File: config.mk
export PLATFORM = sky130hd
export DESIGN_NAME = burst_sram_controller_flat
export DESIGN_NICKNAME = d
export VERILOG_FILES = /design/src/hdl/burst_sram_pkg.sv /design/src/hdl/burst_link_if.sv /design/src/hdl/burst_sram_controller.sv /design/src/flat_wrapper.sv
export SDC_FILE = /design/constraint.sdc
export NUM_CORES = 1
export LEC_CHECK = 0
export BUFFER_PORTS_ARGS = -buffer_cell sky130_fd_sc_hd__buf_2
export CORE_MARGIN = 8
export CORE_UTILIZATION = 57
export CTS_CLUSTER_SIZE = 30
export DETAILED_ROUTE_END_ITERATION = 16
export PLACE_DENSITY_LB_ADDON = 0.25
export SYNTH_ARGS = -nofsm -noshare
export SYNTH_HDL_FRONTEND = slang
export SYNTH_SLANG_ARGS = --single-unit
File: constraint.sdc
create_clock -name i_clock -period 7.2 [get_ports i_clock]
set_input_delay 1.44 -clock i_clock [delete_from_list [all_inputs] [get_ports i_clock]]
set_output_delay 1.44 -clock i_clock [all_outputs]
set_load 0.02 [all_outputs]
File: src/hdl/burst_sram_pkg.sv
/*
  shared constants for the split-port burst sram link: widths, lanes,
  burst length and storage depth.
  assumes both ends and the bench import it whole.
*/
package burst_sram_pkg;
  // --------------------------------------------------------------------
  // variant and widths
  // --------------------------------------------------------------------
  localparam bit WIDE_VARIANT = 1'b1;
  localparam int NARROW_DATA_W = 18;
  localparam int WIDE_DATA_W = 36;
  localparam int NARROW_ADDR_W = 21;
  localparam int WIDE_ADDR_W = 20;
  localparam int DATA_W = WIDE_VARIANT ? WIDE_DATA_W : NARROW_DATA_W;
  localparam int ADDR_W = WIDE_VARIANT ? WIDE_ADDR_W : NARROW_ADDR_W;
  localparam int LANE_W = 9;
  localparam int LANES = DATA_W / LANE_W;
  // --------------------------------------------------------------------
  // burst and storage
  // --------------------------------------------------------------------
  localparam int BURST_LEN = 4;
  localparam int WORD_IDX_W = 2;
  localparam logic [2:0] BURST_START = 3'h4;
  localparam int STORE_LOC_W = 4;
  localparam int STORE_IDX_W = STORE_LOC_W + WORD_IDX_W;
  localparam int STORE_WORDS = 1 << STORE_IDX_W;
endpackage

File: src/hdl/burst_link_if.sv
/*
  pin bundle between the memory controller and the burst sram.
  assumes one shared clock; k marks the positive-clock beat, k_n the other.
*/
`timescale 1ns/1ps
`default_nettype none
interface burst_link_if
  import burst_sram_pkg::*;
();
  logic k;
  logic k_n;
  logic write_port_select_n;
  logic read_port_select_n;
  logic [ADDR_W-1:0] addr;
  logic [DATA_W-1:0] wdata;
  logic [LANES-1:0] byte_lane_write_select_n;
  logic [DATA_W-1:0] rdata;
  logic rdata_oe;
  logic read_data_valid;
  logic echo_clock;
  logic echo_clock_n;
  modport memory (
    input k, k_n, write_port_select_n, read_port_select_n, addr, wdata,
    input byte_lane_write_select_n,
    output rdata, rdata_oe, read_data_valid, echo_clock, echo_clock_n
  );
  modport controller (
    output k, k_n, write_port_select_n, read_port_select_n, addr, wdata,
    output byte_lane_write_select_n,
    input rdata, rdata_oe, read_data_valid, echo_clock, echo_clock_n
  );
endinterface
`default_nettype wire

File: src/hdl/burst_sram_controller.sv
/*
  controller end: makes the clock pair, issues one read or write burst
  per k beat from a user request, returns read words one by one.
  assumes the memory end shares i_clock and the burst_link_if.
*/
`timescale 1ns/1ps
`default_nettype none
module burst_sram_controller
  import burst_sram_pkg::*;
(
  input wire logic i_clock,
  input wire logic i_reset_n,
  input wire logic i_wr_valid,
  input wire logic [ADDR_W-1:0] i_wr_addr,
  input wire logic [BURST_LEN*DATA_W-1:0] i_wr_data,
  input wire logic [BURST_LEN*LANES-1:0] i_wr_lane_sel_n,
  output logic o_wr_ready,
  input wire logic i_rd_valid,
  input wire logic [ADDR_W-1:0] i_rd_addr,
  output logic o_rd_ready,
  output logic [DATA_W-1:0] o_rd_data,
  output logic o_rd_data_valid,
  burst_link_if.controller link
);

  // --------------------------------------------------------------------
  // clock pair and request capture
  // --------------------------------------------------------------------
  logic k_r;
  logic wr_pend_r;
  logic rd_pend_r;
  logic [ADDR_W-1:0] wr_addr_r;
  logic [ADDR_W-1:0] rd_addr_r;
  logic [BURST_LEN*DATA_W-1:0] wbuf_r;
  logic [BURST_LEN*LANES-1:0] wsel_r;
  logic wsel_n_r;
  logic rsel_n_r;
  logic [ADDR_W-1:0] addr_r;
  logic [2:0] wleft_r;
  logic [2:0] rleft_r;
  logic [DATA_W-1:0] wdata_r;
  logic [LANES-1:0] lanes_n_r;
  logic [DATA_W-1:0] rd_data_r;
  logic rd_valid_r;
  wire logic issue_slot;
  wire logic issue_rd;
  wire logic issue_wr;
  wire logic wr_take;
  wire logic rd_take;
  wire logic [WORD_IDX_W-1:0] wword;

  // next cycle is a k beat; a new read or write needs its port's last burst count (rleft_r or wleft_r) at 2 or less
  assign issue_slot = !k_r;
  assign issue_rd = issue_slot && rd_pend_r && rsel_n_r
    && (rleft_r <= 3'h2);
  assign issue_wr = issue_slot && wr_pend_r && !issue_rd
    && (wleft_r <= 3'h2) && wsel_n_r;
  assign wr_take = i_wr_valid && !wr_pend_r;
  assign rd_take = i_rd_valid && !rd_pend_r;
  assign wword = WORD_IDX_W'(BURST_START - wleft_r);

  always_ff @(posedge i_clock or negedge i_reset_n) begin
    if (!i_reset_n) begin
      k_r <= 1'b0;
      wr_pend_r <= 1'b0;
      rd_pend_r <= 1'b0;
      wr_addr_r <= '0;
      rd_addr_r <= '0;
      wbuf_r <= '0;
      wsel_r <= '1;
    end else begin
      k_r <= !k_r;
      wr_pend_r <= wr_take || (wr_pend_r && !issue_wr);
      rd_pend_r <= rd_take || (rd_pend_r && !issue_rd);
      if (wr_take) begin
        wr_addr_r <= i_wr_addr;
        wbuf_r <= i_wr_data;
        wsel_r <= i_wr_lane_sel_n;
      end
      if (rd_take) begin
        rd_addr_r <= i_rd_addr;
      end
    end
  end

  // --------------------------------------------------------------------
  // pin drive
  // --------------------------------------------------------------------
  always_ff @(posedge i_clock or negedge i_reset_n) begin
    if (!i_reset_n) begin
      wsel_n_r <= 1'b1;
      rsel_n_r <= 1'b1;
      addr_r <= '0;
      wleft_r <= 3'h0;
      rleft_r <= 3'h0;
      wdata_r <= '0;
      lanes_n_r <= '1;
      rd_data_r <= '0;
      rd_valid_r <= 1'b0;
    end else begin
      wsel_n_r <= !issue_wr;
      rsel_n_r <= !issue_rd;
      if (issue_wr) begin
        addr_r <= wr_addr_r;
      end else if (issue_rd) begin
        addr_r <= rd_addr_r;
      end
      if (!wsel_n_r) begin
        wleft_r <= BURST_START;
      end else if (wleft_r != 3'h0) begin
        wleft_r <= wleft_r - 3'h1;
      end
      if (!rsel_n_r) begin
        rleft_r <= BURST_START;
      end else if (rleft_r != 3'h0) begin
        rleft_r <= rleft_r - 3'h1;
      end
      if (!wsel_n_r || wleft_r > 3'h1) begin
        wdata_r <= wbuf_r[(!wsel_n_r ? 0 : wword + 1)*DATA_W +: DATA_W];
        lanes_n_r <= wsel_r[(!wsel_n_r ? 0 : wword + 1)*LANES +: LANES];
      end else begin
        lanes_n_r <= '1;
      end
      rd_valid_r <= link.read_data_valid;
      rd_data_r <= link.rdata;
    end
  end

  assign link.k = k_r;
  assign link.k_n = !k_r;
  assign link.write_port_select_n = wsel_n_r;
  assign link.read_port_select_n = rsel_n_r;
  assign link.addr = addr_r;
  assign link.wdata = wdata_r;
  assign link.byte_lane_write_select_n = lanes_n_r;
  assign o_wr_ready = !wr_pend_r;
  assign o_rd_ready = !rd_pend_r;
  assign o_rd_data = rd_data_r;
  assign o_rd_data_valid = rd_valid_r;

endmodule
`default_nettype wire

File: src/flat_wrapper.sv
// flat-port wrapper written by rule: the top's interface ports become plain ports
module burst_sram_controller_flat import burst_sram_pkg::*;
  (i_clock, i_reset_n, i_wr_valid, i_wr_addr, i_wr_data, i_wr_lane_sel_n, o_wr_ready, i_rd_valid, i_rd_addr, o_rd_ready, o_rd_data, o_rd_data_valid, link_k, link_k_n, link_write_port_select_n, link_read_port_select_n, link_addr, link_wdata, link_byte_lane_write_select_n, link_rdata, link_rdata_oe, link_read_data_valid, link_echo_clock, link_echo_clock_n);
  burst_link_if link_i ();
  input wire logic i_clock;
  input wire logic i_reset_n;
  input wire logic i_wr_valid;
  input wire logic [ADDR_W-1:0] i_wr_addr;
  input wire logic [BURST_LEN*DATA_W-1:0] i_wr_data;
  input wire logic [BURST_LEN*LANES-1:0] i_wr_lane_sel_n;
  output logic o_wr_ready;
  input wire logic i_rd_valid;
  input wire logic [ADDR_W-1:0] i_rd_addr;
  output logic o_rd_ready;
  output logic [DATA_W-1:0] o_rd_data;
  output logic o_rd_data_valid;
  output wire logic [$bits(link_i.k)-1:0] link_k;
  output wire logic [$bits(link_i.k_n)-1:0] link_k_n;
  output wire logic [$bits(link_i.write_port_select_n)-1:0] link_write_port_select_n;
  output wire logic [$bits(link_i.read_port_select_n)-1:0] link_read_port_select_n;
  output wire logic [$bits(link_i.addr)-1:0] link_addr;
  output wire logic [$bits(link_i.wdata)-1:0] link_wdata;
  output wire logic [$bits(link_i.byte_lane_write_select_n)-1:0] link_byte_lane_write_select_n;
  input wire logic [$bits(link_i.rdata)-1:0] link_rdata;
  input wire logic [$bits(link_i.rdata_oe)-1:0] link_rdata_oe;
  input wire logic [$bits(link_i.read_data_valid)-1:0] link_read_data_valid;
  input wire logic [$bits(link_i.echo_clock)-1:0] link_echo_clock;
  input wire logic [$bits(link_i.echo_clock_n)-1:0] link_echo_clock_n;
  assign link_k = link_i.k;
  assign link_k_n = link_i.k_n;
  assign link_write_port_select_n = link_i.write_port_select_n;
  assign link_read_port_select_n = link_i.read_port_select_n;
  assign link_addr = link_i.addr;
  assign link_wdata = link_i.wdata;
  assign link_byte_lane_write_select_n = link_i.byte_lane_write_select_n;
  assign link_i.rdata = link_rdata;
  assign link_i.rdata_oe = link_rdata_oe;
  assign link_i.read_data_valid = link_read_data_valid;
  assign link_i.echo_clock = link_echo_clock;
  assign link_i.echo_clock_n = link_echo_clock_n;
  burst_sram_controller u_core (.i_clock(i_clock), .i_reset_n(i_reset_n), .i_wr_valid(i_wr_valid), .i_wr_addr(i_wr_addr), .i_wr_data(i_wr_data), .i_wr_lane_sel_n(i_wr_lane_sel_n), .o_wr_ready(o_wr_ready), .i_rd_valid(i_rd_valid), .i_rd_addr(i_rd_addr), .o_rd_ready(o_rd_ready), .o_rd_data(o_rd_data), .o_rd_data_valid(o_rd_data_valid), .link(link_i));
endmodule
==> impl_metrics.toml, run 1 <==
[status]
outcome = "finished clean"

[clock_tree]
cts_inserted_buffers = 31
post_cts_resized = 0
numClockSinks = 308
insertion_delay_ns = 0.55
clkTransAtPathRegs_ns = 0.07
cts_tree = "yes"
max-clock-path-buffers = 3
htreeDepth = 1
root_buffer = "clkbuf_16"
hold_buffers = 0
cts_setup_buffers = 0

[critical_path]
ff2ff_setup_slack_ns = 3.28
crit_type = "flop to flop"
worstSetupStartpointType = "flop"
arrival_ns = 4.35
end_kind = "flop"
reg2reg_to = "u_core.link.wdata[6]$_DFFE_PN0N_"
r2r_start = "u_core.wleft_r[1]$_DFFE_PN0P_"
worstRegToRegCells = 7
cp.required_ns = 7.63
cp_max_fo = 25

[floorplan]
core_area_mm2 = 0.0224
start_util_pct = 57.4
io_pins = 347
die_x_um = 166
die-area_mm2 = 0.0277
rows = 55
die_h_um = 166

[global_routing]
grt_pass1_wl_mm = 53.7
grt_max_degree = 183
grt.overflow.total = 0
grt_pass1_vias = 9605
grt.total_usage_pct = 24.5
antenna_found_initial = 10

[flow_run]
cap_viol_max_count = 0

[timing]
skew_ns = 0.00828
layout_min_cycle_time_ns = 3.92
worst_slew_pin_slew_ns = 1.16
slew_viol_final = 0
setup_viol = 0
timing.fmax_mhz = 255
max-slew-margin-rel_pct = 22.9
fin_crit_sh_pct = 54.5
setup_tns_ns = 0
grt_setup_unrepaired = "no"
hold_viol = 0
holdWs_ns = 0.481

[detailed_routing]
ant_nets = 0
viasPerCell = 5.72
drt_iter0_drc = 748
firstDrtPassIters = 7
finalWirelength_mm = 34.4
vias = 8749
route.detailed.drc = 0
wl_per_cell_um = 22.5

[final_layout]
nNetsFinal = 1466
finalInstanceArea_mm2 = 0.0159
multi_input_area_mm2 = 0.00489
syn2layout_area_growth_pct = 23.9
fillers = 1567
layout-drive-gt1-share_pct = 54.3
ff_latch_area_mm2 = 0.00773

[pwr]
power.leakage_nw = 7.46
vdd_drop_max_v = 0.000280
total_power_mw = 8.03
powerDensity_mw_per_mm2 = 504

[logic_synthesis]
synthFlopType = "dfrtp_1"
yosys_warnings = 0
syn_area_per_cell_um2 = 14.5
yosysTopAreaCellShare_pct = 55.6
ys_types = 57
synthCells = 887
syn_area_mm2 = 0.0129
syn_nets = 1138
ys_seq_elements = 308
synth-edff-count = 0
yosysTopAreaCell = "dfrtp_1"
ys_async_sr_fraction_pct = 100
seq_area_frac_synth_pct = 60.1
ys_top_cells_by_area = "dfrtp_1 (56%), mux2_2 (17%), mux4_2 (5.4%)"

[placed_design]
io_buffers = 343
place_area_mm2 = 0.0148
gp_congestion = 0.893
place_hpwl_mm = 23.9

[hold_path]
hold_path_depth = 2
min_from = "u_core.link.wdata[2]$_DFFE_PN0N_"
hold_path_end = "u_core.link.wdata[2]$_DFFE_PN0N_"
hp-class = "flop to flop"
[critical path, stage by stage (launching register included)]
cell and delay, ns:
dfrtp_1 0.47, inv_1 0.17, ha_1 0.61, nor2b_1 0.59
o21a_2 0.81, buf_4 0.38, mux4_2 0.52, a22o_1 0.25
[report_power, final]
group	leakage (nW)	internal [mW]	switching (mW)	total (mW)
Sequential	3.58	2.58	0.525	3.10
Combinational	3.33	1.61	1.63	3.24
Clock	0.548	1.02	0.667	1.69
[synthesized netlist by cell type (5+ instances only)]
cell type / n
o21ai_0: 10
a21oi_1: 28
nor3_1: 5
ha_1: 7
nor2b_1: 7
dfrtp_1: 286
clkbuf_1: 35
dfstp_2: 22
mux2_2: 198
o21ai_1: 5
inv_1: 11
nor2_1: 35
nand3_1: 8
nand2_1: 31
mux2i_1: 32
a22o_1: 28
mux4_2: 31
nand2b_1: 11
buf_2: 15
a21o_1: 6
[worst max-delay path by stage]
stage	start	endpoint	slack [ns]	cells past startpoint
after floorplan	u_core.wleft_r[0]$_DFFE_PN0P_	u_core.link.wdata[17]$_DFFE_PN0N_	4.37	12
after global placement	u_core.wleft_r[1]$_DFFE_PN0P_	u_core.link.wdata[6]$_DFFE_PN0N_	3.38	7
after detailed placement	u_core.wleft_r[1]$_DFFE_PN0P_	u_core.link.wdata[6]$_DFFE_PN0N_	3.36	7
after CTS	u_core.wleft_r[1]$_DFFE_PN0P_	u_core.link.wdata[6]$_DFFE_PN0N_	3.34	7
after global routing	u_core.wleft_r[1]$_DFFE_PN0P_	u_core.link.wdata[6]$_DFFE_PN0N_	3.07	7
final	u_core.wleft_r[1]$_DFFE_PN0P_	u_core.link.wdata[6]$_DFFE_PN0N_	3.28	7
[layer usage]
| layer | GRT usage, % | part of all wire (%) |
|---|---|---|
| met4 | 9.13 | 3.4 |
| met3 | 8.18 | 9.4 |
| met1 | 29.6 | 39 |
| met2 | 40.5 | 48 |
| met5 | 0 | 0.21 |
[placed cells by master, fill, tap and decap left out, types with 4 or more instances in the layout]
cell,synthesis,routed
clkbuf_16,0,31
mux4_2,31,31
nand2b_1,11,10
clkbuf_8,0,12
ha_1,7,7
a22o_1,28,28
nand2_1,31,31
buf_2,15,342
nor3_1,5,5
a221oi_1,4,4
clkinv_2,0,6
nand3_1,8,8
a32oi_1,4,4
dfrtp_1,286,286
o21ai_1,5,5
dfstp_2,22,22
o31ai_1,4,4
buf_4,2,9
nor2b_1,7,4
mux2i_1,32,32
o21ai_0,10,10
a21oi_1,28,28
a21o_1,6,6
nor2_1,35,34
diode_2,0,4
mux2_2,198,198
inv_1,11,11
[state kept, by name (all words and copies together) (netlist names)]
register	count
u_core.wbuf_r	144
u_core.link.wdata	36
u_core.o_rd_data	36
u_core.link.addr	20
u_core.rd_addr_r	20
u_core.wr_addr_r	20
u_core.wsel_r	16
u_core.link.byte_lane_write_select_n	4
u_core.rleft_r	3
u_core.wleft_r	3
u_core.link.k	1
u_core.link.read_port_select_n	1
u_core.link.write_port_select_n	1
u_core.o_rd_data_valid	1
u_core.rd_pend_r	1
u_core.wr_pend_r	1
[stage by stage]
stage | instances | worst slack (ns) | util, %
finish | 1529 | 3.28 | 71.1
global route | 1529 | 3.07 | 71.1
CTS | 1525 | 3.34 | 71.0
detailed placement | 1467 | 3.36 | 66.1
global placement | 1467 | 3.38 | 66.1
floorplan | 887 | 4.37 | -
[cell families (layout without fill, tap and decap cells)]
kind of cell / after synthesis / in the layout / synth area share, %
flip-flops: 308 / 308 / 60.1
other: 0 / 4 / 0
buffers and inverters: 70 / 423 / 2.42
AND/OR/NAND/NOR: 109 / 109 / 4.05
AO/OA/AOI/OAI: 130 / 130 / 7.41
XOR/XNOR: 2 / 2 / 0.136
multiplexers: 261 / 261 / 25.2
adder cells (fa/ha/maj): 7 / 7 / 0.680
[final cells by class]
type,instances,area share (%)
flip-flops and latches,308,48.5
diodes,4,0.0628
clock inverters,12,0.926
repair buffers,353,11.4
multi-input cells,509,30.7
well taps,285,2.24
clock buffers,46,5.97
inverters,12,0.282
Power figures use the tool's default switching activity.
==> run 2, diff against run 1 <==
Settings changed: CORE_UTILIZATION 57 to 53.
Clock period 7.2 ns to 3.8 ns, I/O delays scaled along.
==> run 2 against run 1 <==
Effect of this change: power up 89%; register-to-register slack worse by 2.5 ns; sequential power up 90%; combinational power up 92%; final area up 0.60%; first-iteration DRC count up 3.9%; utilization down 4.5 points; setup slack worse by 2.5 ns; final cell count up 3.3%; die area up 6.8%; via count up 1.5%; sequential share of layout area down 0.29 points; critical endpoint is now u_core.link.wdata[22]$_DFFE_PN0N_.
==> impl_metrics.toml, run 2 (synthesis results as in run 1) <==
[status]
outcome = "finished clean"

[detailed_routing]
viasPerCell = 5.62
finalWirelength_mm = 35.6
drt_iter0_drc = 777
firstDrtPassIters = 5
ant_nets = 0
wl_per_cell_um = 22.6
vias = 8877
route.detailed.drc = 0

[clock_tree]
cts_tree = "yes"
root_buffer = "clkbuf_16"
hold_buffers = 0
cts_setup_buffers = 0
cts_inserted_buffers = 31
numClockSinks = 308
clkTransAtPathRegs_ns = 0.06
max-clock-path-buffers = 3
post_cts_resized = 0
htreeDepth = 1
insertion_delay_ns = 0.55

[placed_design]
io_buffers = 343
place_hpwl_mm = 25.4
gp_congestion = 0.863
dp_cells = 1516

[floorplan]
die_x_um = 172
start_util_pct = 53.4
die_h_um = 172
core_area_mm2 = 0.0241
io_pins = 347
die-area_mm2 = 0.0295
rows = 57

[final_layout]
final_cell_mix = "buf_2 (342), dfrtp_1 (286), mux2_2 (198)"
layout-drive-gt1-share_pct = 54.3
multi_input_area_mm2 = 0.00489
ff_latch_area_mm2 = 0.00773
regMostFlops = "u_core.wbuf_r"
nNetsFinal = 1476
finalNonFillerCells = 1579
final_common_cell = "buf_2"
syn2layout_area_growth_pct = 24.6
largest_reg_flops = 144
fillers = 1857

[timing]
slew_viol_final = 0
hold_viol = 0
skew_ns = 0.00966
fin_crit_sh_pct = 80.0
setup_viol = 0
setup_tns_ns = 0
grt_setup_unrepaired = "no"
worst_slew_pin_slew_ns = 1.12
layout_min_cycle_time_ns = 3.04
max-slew-margin-rel_pct = 25.5
timing.fmax_mhz = 329

[pwr]
vdd_drop_max_v = 0.000527
power.leakage_nw = 7.48
powerDensity_mw_per_mm2 = 945

[critical_path]
cp.required_ns = 4.24
cp_max_fo = 22
worstSetupStartpointType = "flop"
worstRegToRegCells = 7
end_kind = "flop"
crit_type = "flop to flop"
arrival_ns = 3.48

[global_routing]
grt_max_degree = 155
grt_pass1_wl_mm = 53.6
grt.total_usage_pct = 23.7
grt_pass1_vias = 9495
grt.overflow.total = 0
antenna_found_initial = 11

[hold_path]
hp-class = "input pin to asynchronous set/reset pin"

[flow_run]
cap_viol_max_count = 0
-- run 2: worst max-delay path, cell delays in order (launching register included) --
cell and delay, ns:
dfrtp_1 0.47, inv_1 0.16, ha_1 0.31, nor2b_1 0.56
o21a_2 0.25, buf_4 0.38, mux4_2 0.57, a22o_1 0.21
-- run 2: final timing paths --
check	start	slack, ns	endpoint
worst max-delay path	u_core.wleft_r[1]$_DFFE_PN0P_	0.76	u_core.link.wdata[22]$_DFFE_PN0N_
worst min-delay path	i_reset_n	0.20	u_core.o_rd_data[16]$_DFF_PN0_
worst max register to register	u_core.wleft_r[1]$_DFFE_PN0P_	0.76	u_core.link.wdata[22]$_DFFE_PN0N_
worst min register to register	u_core.link.wdata[2]$_DFFE_PN0N_	0.49	u_core.link.wdata[2]$_DFFE_PN0N_
max in group asynchronous	i_reset_n	2.67	u_core.wsel_r[15]$_DFFE_PN1P_
min in group i_clock	link_rdata[27]	0.31	u_core.o_rd_data[27]$_DFF_PN0_
-- run 2: cell type report --
type	instances	area share (%)
multi-input cells	509	30.5
clock buffers	47	5.77
well taps	324	2.53
inverters	12	0.281
diodes	6	0.0936
flip-flops and latches	308	48.2
repair buffers	363	12.0
clock inverters	10	0.639
-- run 2: per-stage QoR --
step                      area, µm²  hold WS, ns  total power, mW  util [%]  worst slack, ns
after floorplan               12900        0.464             10.2         -            0.974
after global placement        15000        0.466             11.9      62.2            0.897
after detailed placement      15000        0.470             12.1      62.2            0.807
after CTS                     16000        0.221             15.2      66.5            0.813
after global routing          16000        0.227             16.0      66.5            0.643
final                         16000        0.201             15.2      66.6            0.758
-- run 2: where the power goes --
group | switching (mW) | internal (mW)
logic | 3.11 | 3.11
registers | 0.997 | 4.89
clock network | 1.25 | 1.80
-- run 2: layer usage --
metal  GRT usage, %  share of wire (%)  vias up
met5              0               0.18        -
met4           8.70                3.0       10
met3           7.58                 11       82
met2           39.1                 48      425
met1           29.0                 38     4437
li1               -                  -     3923
